==> src/shared/supervisor_pkg.sv <==
// constants for the supply supervisor control block
package supervisor_pkg;
  // register index 0x56 is not a multiple of four: byte address is index times four
  localparam logic [7:0]  CTRL_INDEX      = 8'h56;
  localparam logic [11:0] CTRL_ADDR       = {2'b00, CTRL_INDEX, 2'b00};
  localparam logic [11:0] IRQ_STATUS_ADDR = 12'h160;
  localparam logic [11:0] IRQ_MASK_ADDR   = 12'h164;
  localparam int          LEVEL_MSB       = 7;
  localparam int          LEVEL_LSB       = 4;
  localparam int          RESET_ON_FLAG_ENABLE_BIT       = 3;
  localparam int          ACTIVE_BIT      = 2;
  localparam int          CMP_BIT         = 1;
  localparam int          FLAG_BIT        = 0;
  localparam logic [3:0]  LEVEL_OFF       = 4'h0;
  localparam logic [3:0]  LEVEL_EXTERNAL  = 4'hF;
  localparam logic [7:0]  CTRL_RESET      = 8'h00;
  localparam logic [2:0]  IRQ_RESET       = 3'h0;
  // interrupt bits: flag set, settling done, reset requested
  localparam int          IRQ_FLAG_BIT    = 0;
  localparam int          IRQ_READY_BIT   = 1;
  localparam int          IRQ_POR_BIT     = 2;
  localparam int          CLK_MHZ         = 50;
  localparam int          SETTLE_US       = 50;
  localparam int          SETTLE_CYCLES   = SETTLE_US * CLK_MHZ;
  localparam logic [11:0] SETTLE_LAST     = 12'(SETTLE_CYCLES - 1);
  typedef enum logic [1:0]
  {
    ST_OFF    = 2'b00,
    ST_SETTLE = 2'b01,
    ST_ACTIVE = 2'b10
  } sup_state_t;
endpackage

==> src/hdl/supply_supervisor_control.sv <==
// supply supervisor control register, settling delay and reset request
// Function
// - level zero disables, nonzero enables supervisor
// - levels 1..14 pick comparator threshold
// - level 15 routes external sense input, except on single level parts
// - monitor active bit is read only
// - comparator low sets low voltage flag
// - enable bit makes flag request reset
// - flag sticky until software writes zero
// - clear during low condition sets again
// - zero to nonzero level starts settle delay
// - during settle: inactive, no flag, no reset
// - write while inactive aborts settle delay
// - nonzero level change starts no delay
// - only brownout reset clears control register
// - comparator bit shows live comparator output
// - level field is bits seven to four
// - single level parts: any nonzero same threshold
//
// The APB slave port was chosen for this implementation.
`timescale 1ns/1ps
`default_nettype none
module supply_supervisor_control
  import supervisor_pkg::*;
#(
  parameter bit SINGLE_LEVEL = 1'b0
)
(
  input  wire logic        ref_clk,
  input  wire logic        srst,
  input  wire logic        brownout_reset,
  input  wire logic        psel,
  input  wire logic        penable,
  input  wire logic        pwrite,
  input  wire logic [11:0] paddr,
  input  wire logic [31:0] pwdata,
  output logic             pready,
  output logic [31:0]      prdata,
  output logic             pslverr,
  input  wire logic        comparator_low,
  output logic             comparator_enable,
  output logic [3:0]       threshold_select,
  output logic             external_sense_select,
  output logic             por_request,
  output logic             irq
);

  logic [7:0]  ctrl_reg;
  logic        cmp_meta_reg;
  logic        cmp_sync_reg;
  sup_state_t  state_reg;
  logic [11:0] settle_cnt_reg;
  logic [2:0]  irq_status_reg;
  logic [2:0]  irq_mask_reg;
  logic        pready_reg;
  logic [31:0] prdata_reg;
  logic        pslverr_reg;

  logic [3:0]  level;
  logic        access;
  logic        ctrl_wr;
  logic        ctrl_rd_stat;
  logic        active;
  logic        flag_set;
  logic        settle_done;
  logic        por_next;
  logic        por_reg;
  logic [3:0]  level_next;

  function automatic logic addr_mapped(input logic [11:0] a);
    addr_mapped = (a == CTRL_ADDR) || (a == IRQ_STATUS_ADDR) || (a == IRQ_MASK_ADDR);
  endfunction

  assign level        = ctrl_reg[LEVEL_MSB:LEVEL_LSB];
  assign access       = psel && penable && !pready_reg;
  assign ctrl_wr      = access && pwrite && (paddr == CTRL_ADDR);
  assign ctrl_rd_stat = access && !pwrite && (paddr == IRQ_STATUS_ADDR);
  assign level_next   = pwdata[LEVEL_MSB:LEVEL_LSB];
  assign active       = (state_reg == ST_ACTIVE);
  // flag only raised by a monitoring supervisor, never while settling
  assign flag_set     = active && cmp_sync_reg;
  assign settle_done  = (state_reg == ST_SETTLE) && (settle_cnt_reg == SETTLE_LAST);
  assign por_next     = flag_set && ctrl_reg[RESET_ON_FLAG_ENABLE_BIT];

  // the analog output is asynchronous; only the second flop is read
  always_ff @(posedge ref_clk)
  begin
    cmp_meta_reg <= comparator_low;
    cmp_sync_reg <= cmp_meta_reg;
  end

  // srst is a power-up clear class reset and leaves the register alone
  always_ff @(posedge ref_clk)
  begin
    if (brownout_reset)
      ctrl_reg <= CTRL_RESET;
    else
    begin
      if (ctrl_wr)
      begin
        ctrl_reg[LEVEL_MSB:LEVEL_LSB] <= level_next;
        ctrl_reg[RESET_ON_FLAG_ENABLE_BIT]           <= pwdata[RESET_ON_FLAG_ENABLE_BIT];
        // write of zero clears; a present low condition wins and sets again
        ctrl_reg[FLAG_BIT]            <= pwdata[FLAG_BIT] | ctrl_reg[FLAG_BIT] | flag_set;
        if (!pwdata[FLAG_BIT])
          ctrl_reg[FLAG_BIT] <= flag_set;
      end
      else if (flag_set)
        ctrl_reg[FLAG_BIT] <= 1'b1;
      ctrl_reg[ACTIVE_BIT] <= 1'b0;
      ctrl_reg[CMP_BIT]    <= 1'b0;
    end
  end

  always_ff @(posedge ref_clk)
  begin
    if (brownout_reset)
    begin
      state_reg      <= ST_OFF;
      settle_cnt_reg <= 12'h000;
    end
    else
    begin
      settle_cnt_reg <= 12'h000;
      unique case (state_reg)
        ST_OFF:
          if (ctrl_wr && level_next != LEVEL_OFF)
            state_reg <= ST_SETTLE;
        ST_SETTLE:
          if (ctrl_wr && level_next == LEVEL_OFF)
            state_reg <= ST_OFF;
          else if (ctrl_wr || settle_done)
            state_reg <= ST_ACTIVE;
          else
            settle_cnt_reg <= settle_cnt_reg + 12'h001;
        ST_ACTIVE:
          if (ctrl_wr && level_next == LEVEL_OFF)
            state_reg <= ST_OFF;
        default:
          state_reg <= ST_OFF;
      endcase
    end
  end

  always_ff @(posedge ref_clk)
  begin
    if (brownout_reset || srst)
    begin
      comparator_enable     <= 1'b0;
      threshold_select      <= LEVEL_OFF;
      external_sense_select <= 1'b0;
      por_reg               <= 1'b0;
    end
    else
    begin
      comparator_enable     <= (level != LEVEL_OFF);
      threshold_select      <= (SINGLE_LEVEL && level != LEVEL_OFF) ? 4'h1 : level;
      external_sense_select <= !SINGLE_LEVEL && (level == LEVEL_EXTERNAL);
      por_reg               <= por_next;
    end
  end
  assign por_request = por_reg;

  // status bits: set wins over the clearing read
  always_ff @(posedge ref_clk)
  begin
    if (srst || brownout_reset)
    begin
      irq_status_reg <= IRQ_RESET;
      irq_mask_reg   <= IRQ_RESET;
      irq            <= 1'b0;
    end
    else
    begin
      irq_status_reg <= (ctrl_rd_stat ? IRQ_RESET : irq_status_reg)
                        | {por_next, settle_done, flag_set && !ctrl_reg[FLAG_BIT]};
      if (access && pwrite && paddr == IRQ_MASK_ADDR)
        irq_mask_reg <= pwdata[2:0];
      irq <= |(irq_status_reg & irq_mask_reg);
    end
  end

  // one wait state: access phase answered on its second cycle
  always_ff @(posedge ref_clk)
  begin
    if (srst || brownout_reset)
    begin
      pready_reg  <= 1'b0;
      prdata_reg  <= 32'h0000_0000;
      pslverr_reg <= 1'b0;
    end
    else
    begin
      pready_reg  <= access;
      pslverr_reg <= access && !addr_mapped(paddr);
      prdata_reg  <= 32'h0000_0000;
      if (access && !pwrite)
        unique case (paddr)
          CTRL_ADDR:
            prdata_reg[7:0] <= {level, ctrl_reg[RESET_ON_FLAG_ENABLE_BIT], active, cmp_sync_reg,
                                ctrl_reg[FLAG_BIT]};
          IRQ_STATUS_ADDR:
            prdata_reg[2:0] <= irq_status_reg;
          IRQ_MASK_ADDR:
            prdata_reg[2:0] <= irq_mask_reg;
          default:
            prdata_reg <= 32'h0000_0000;
        endcase
    end
  end
  assign pready  = pready_reg;
  assign prdata  = prdata_reg;
  assign pslverr = pslverr_reg;

endmodule
`default_nettype wire

==> config.mk <==
export PLATFORM = sky130hd
export DESIGN_NAME = supply_supervisor_control
export DESIGN_NICKNAME = d
export VERILOG_FILES = /design/src/shared/supervisor_pkg.sv /design/src/hdl/supply_supervisor_control.sv
export SDC_FILE = /design/constraint.sdc
export NUM_CORES = 1
export LEC_CHECK = 0
export BUFFER_PORTS_ARGS = -buffer_cell sky130_fd_sc_hd__buf_4
export CAP_MARGIN = 30
export CELL_PAD_IN_SITES_DETAIL_PLACEMENT = 1
export CELL_PAD_IN_SITES_GLOBAL_PLACEMENT = 1
export CORE_UTILIZATION = 36
export CTS_CLUSTER_SIZE = 40
export DETAILED_ROUTE_END_ITERATION = 16
export PLACE_DENSITY_LB_ADDON = 0.3
export REMOVE_ABC_BUFFERS = 1
export SKIP_LAST_GASP = 1
export SYNTH_ARGS = -nofsm -noshare
export SYNTH_HDL_FRONTEND = slang
export SYNTH_SLANG_ARGS = --single-unit
==> constraint.sdc <==
create_clock -name ref_clk -period 2.7 [get_ports ref_clk]
set_input_delay 0.27 -clock ref_clk [delete_from_list [all_inputs] [get_ports ref_clk]]
set_output_delay 0.27 -clock ref_clk [all_outputs]
set_load 0.01 [all_outputs]
* After elaboration in Yosys (flattened, before gate mapping)
Index checks and enable logic that the tools add are counted.
** Storage, ports and cells
- Register bits after elaboration :: 70
- Input bits :: 51
** Operators by class
- Add/sub/neg operators :: 1
- Equal/unequal tests :: 10
- Mux-type cells :: 10
- Bitwise operators :: 7
- Reductions and logical operators :: 32
** Operator list (number)
- 12-bit by 9-bit == test with 1-bit output (second input constant) :: 3
- 1-bit logical AND :: 14
- 12-bit by 1-bit adder with 12-bit output (second input constant) :: 1
- 12-bit == test (second input constant) :: 1
- 3-bit one-hot mux with 3 select lines :: 1
- 2-bit 2-to-1 mux :: 4
- 4-bit nonzero test :: 2
- 2-bit one-hot mux with 3 select lines :: 1
- 3-bit OR reduction :: 2
- 4-bit == test (second input constant) :: 1
- 1-bit zero test :: 4
- 4-bit zero test :: 1
- 1-bit logical OR :: 4
- 4-bit OR reduction :: 1
- 3-bit bitwise AND :: 1
- 1-bit 2-to-1 mux :: 3
- 3-bit 2-to-1 mux :: 1
- 3-bit by 1-bit != test with 1-bit output (second input constant) :: 1
- 1-bit inverter :: 3
- 3-bit OR :: 1
- 3-bit AND reduction :: 1
- 2-bit by 1-bit == test with 1-bit output (second input constant) :: 1
- 2-bit == test (second input constant) :: 1
- 2-bit zero test :: 1
- 5 further kinds :: 6

* Longest topological paths before layout
- Depth in word-level cells :: 8
- Gate-level depth with buffers :: 6
- Gate-level depth less buffers :: 5

* Least setup slack after synthesis
OpenSTA, ideal clock, no wires.
- Path kind :: register -> register
- Start :: register state_reg[1]
- End :: register settle_cnt_reg[11]
- Setup time :: 115 ps
- Arrival :: 1514 ps
- Required time :: 2585 ps
- Path slack :: 1071 ps
- Cell stages (with the launch flop) :: 6
- Path through :: dfxtp_1 or4b_4 nor4_4 nand4b_1 buf_6 nor2_1
** Between the ends
- Cells in the longest elaborated chain, start to end :: 4
- Elaborated cells on any way between the ends :: 5
** RTL lines
- start: declaration :: line supply_supervisor_control.sv:51 : sup_state_t state_reg;
- start signal: assignment :: line supply_supervisor_control.sv:119 : state_reg <= ST_OFF;
- start signal: assignment :: line supply_supervisor_control.sv:128 : state_reg <= ST_SETTLE;
- start signal: assignment :: line supply_supervisor_control.sv:131 : state_reg <= ST_OFF;
- 2-bit by 1-bit == test with 1-bit output (*) :: line supply_supervisor_control.sv:82, supply_supervisor_control.sv:125
- 1-bit logical AND :: line supply_supervisor_control.sv:82 : assign settle_done = (state_reg == ST_SETTLE) && (settle_cnt_reg == SETTLE_LAST);
- 1-bit logical OR :: line supply_supervisor_control.sv:132 : else if (ctrl_wr || settle_done)
- 4-bit OR reduction (no source line) (*)
- end signal: assignment :: line supply_supervisor_control.sv:135 : settle_cnt_reg <= settle_cnt_reg + 12'h001;
- end: declaration :: line supply_supervisor_control.sv:52 : logic [11:0] settle_cnt_reg;
Every way passes the cells marked *; elsewhere a longest branch is shown, timed or not.
A chain may end at the register's enable or synchronous reset.

* Worst setup path after layout
- Start :: register settle_cnt_reg[5]
- End :: register state_reg[0]
** Between the ends
- Cells in the longest elaborated chain, start to end :: 5
** RTL lines
- 12-bit == test :: line supply_supervisor_control.sv:82
- 1-bit logical AND :: line supply_supervisor_control.sv:82
- 1-bit logical OR :: line supply_supervisor_control.sv:132
- 3-bit by 1-bit != test with 1-bit output (no source line)
- 3-bit AND reduction (no source line)
- end signal: assignment :: line supply_supervisor_control.sv:131
- end signal: assignment :: line supply_supervisor_control.sv:133 : state_reg <= ST_ACTIVE;
- end signal: assignment :: line supply_supervisor_control.sv:138 : state_reg <= ST_OFF;
Every way passes these cells.

==> flow_summary.ini <==
[status]
run_status = finished clean

[clock_tree]
cts_tree = yes
max-clock-path-buffers = 2
postCtsSetupRepairBufs = 0
clockRootBuffer = clkbuf_8
cts-hold-fix-buffers = 0
cts_buffers = 5
clk_latency_ns = 0.29
cts.repair.resized = 0
clock-sinks = 46
h-tree-depth = 2
clk_pin_slew_ns = 0.08

[logic_synthesis]
synth_top_area_frac = 0.462
synthDistinctLibCells = 44
synth_area_leaders = dfxtp_1, buf_4, nor2_1
syn_avg_cell_area_um2 = 9.32
syn_area_um2 = 1990
synth_warnings = 0
netlist_instances = 214
synth_edf_count = 0
synth_flop_cell = dfxtp_1
synth_seq_cells = 46
seq_area_frac_synth = 0.462
yosysTopAreaCell = dfxtp_1
synthArstFlopShare = 0

[floorplan]
core-area_um2 = 5200
pin_count = 93
die-height_um = 76.4
initial_core_util = 0.383
num_rows = 26
die_w_um = 76.4
dieArea_um2 = 5840

[timing]
fin_crit_sh = 0.711
layout_setup_ws_ns = 0.780
finalHoldViolCount = 0
setup_viol_count_final = 0
maxSlewViolCount = 0
rsz0062_at_grt = no
slew_headroom = 0.583
tns_ns = 0
worst_slew_pin_slew_ns = 0.623
fmax_mhz = 521
period_minus_slack_ns = 1.92
clock_skew_ns = 0.00832

[pwr]
p_per_area_nw_per_um2 = 489
p_leak_nw = 0.937
peakVddDrop_mv = 0.249

[drt]
num_vias = 1548
ant_nets = 0
wl_um = 4190
via_per_inst = 4.66
drtIter0Drc = 86
wl_per_cell_um = 12.6
drc = 0
first_pass_iters = 4

[place]
dp_slack_ns = 0.740
dp_hpwl_um = 3340
gp_congestion = 0.767
io_buffer_count = 44

[critical_path]
critPathMaxStageDelay_ns = 0.58
end_kind = register
critPathRequiredTime_ns = 2.86
path_buf_inv = 0
path_max_fanout = 13
crit_chain = or4b_1, nor4_4, nand4b_1, o21ai_1
path_class = reg -> reg
crit_family = simple AND/OR/NAND/NOR gates
cp.arrival_ns = 2.08
startpoint_type = register
crit_slowest_cell = or4b_1

[global_route]
grt_start_max_net_pins = 15
grt_pass1_vias = 1548
antenna_found_initial = 0
grt_pass1_wl_um = 7320
grt_usage = 0.154
overflow = 0

[layout]
layout-drive-gt1-share = 0.233
fin_nets = 313
largest_reg_flops = 12
area_growth_pct = 20.2
antenna_cells = 0

[run]
drv_cap = 0

[hold_path]
holdCritPathClass = in -> reg
## power breakdown
| part | switching [W] | leakage, nW | total (W) | internal, W |
|---|---|---|---|---|
| Combinational | 0.0000381 | 0.518 | 0.0000690 | 0.0000309 |
| Sequential | 0.00000115 | 0.371 | 0.000681 | 0.000680 |
| Clock | 0.000217 | 0.0472 | 0.000423 | 0.000206 |
| Total | 0.000257 | 0.937 | 0.00117 | 0.000917 |
## synthesized netlist by cell type (all sizes together), types with 2 or more instances
library cell	number
a22oi	3
nand2	14
buf	26
dfxtp	46
and2	10
or4b	2
xor2	2
nand3b	4
clkbuf	2
nand3	14
nor4	6
o21ai	5
and3	2
xnor2	9
a21oi	9
mux2	3
nand4	2
nor2	26
nor3	4
and4bb	3
inv	5
## per-stage QoR
stage	instances	power [W]	cell area (µm²)	util	hold slack, ns
global route	332	0.00123	2400	0.461	0.0809
detailed placement	324	0.000766	2300	0.442	0.327
floorplan	209	0.000724	1880	-	0.298
global placement	324	0.000765	2300	0.442	0.313
CTS	332	0.00119	2400	0.461	0.0798
finish	332	0.00117	2400	0.461	0.0870
## layout make-up
cell class	count	area, µm²
Clock buffer	6	82.6
Clock inverter	2	12.5
Fill cell	648	2810
Inverter	5	18.8
Multi-Input combinational cell	158	937
Sequential cell	46	921
Tap cell	70	87.6
Timing Repair Buffer	45	338
## path summary, 6_finish.rpt
check / startpoint / end / slack [ns] / cells past startpoint
setup / recovery: settle_cnt_reg[5] / state_reg[0] / 0.78 / 4
hold / removal: comparator_low / cmp_meta_reg / 0.09 / 1
setup reg to reg: settle_cnt_reg[5] / state_reg[0] / 0.78 / 4
hold reg to reg: cmp_meta_reg / cmp_sync_reg / 0.34 / 0
## worst reg2reg max path, delay by kind of cell (launching register included)
family / cells / cell delay [ns]
flops: 1 / 0.35
compound gates: 1 / 0.13
simple gates: 3 / 1.31
## kinds of logic (layout without fill, tap and decap cells)
group,Yosys count,in the layout,share of synthesized area
adder cells (fa/ha/maj),1,1,0.00627
AO/OA/AOI/OAI,21,21,0.0634
multiplexers,4,4,0.0220
flip-flops,46,46,0.462
other,1,24,0.00188
XOR/XNOR,11,11,0.0483
AND/OR/NAND/NOR,97,97,0.285
buffers and inverters,33,58,0.112
## metal layers
metal	wire, µm	share of wire	GRT usage
met5	0	0	0
met4	51	0.012	0.0442
met3	193	0.046	0.0359
met2	1960	0.47	0.255
met1	1980	0.47	0.200
## placed cells by master, fill, tap and decap left out, types with 3 or more instances in the layout
cell	Yosys	layout
conb_1	1	24
nand3_1	14	14
xnor2_1	9	9
a22oi_1	3	3
nand2_1	14	14
clkbuf_8	0	6
nor4_1	4	4
nand3b_1	4	4
nor3_1	4	4
and4bb_1	3	3
mux2_2	3	3
buf_4	24	45
a21oi_1	9	9
o21ai_0	3	3
nor2_1	26	26
dfxtp_1	46	46
and2_1	10	10
inv_1	5	5
Power figures use the tool's default switching activity.
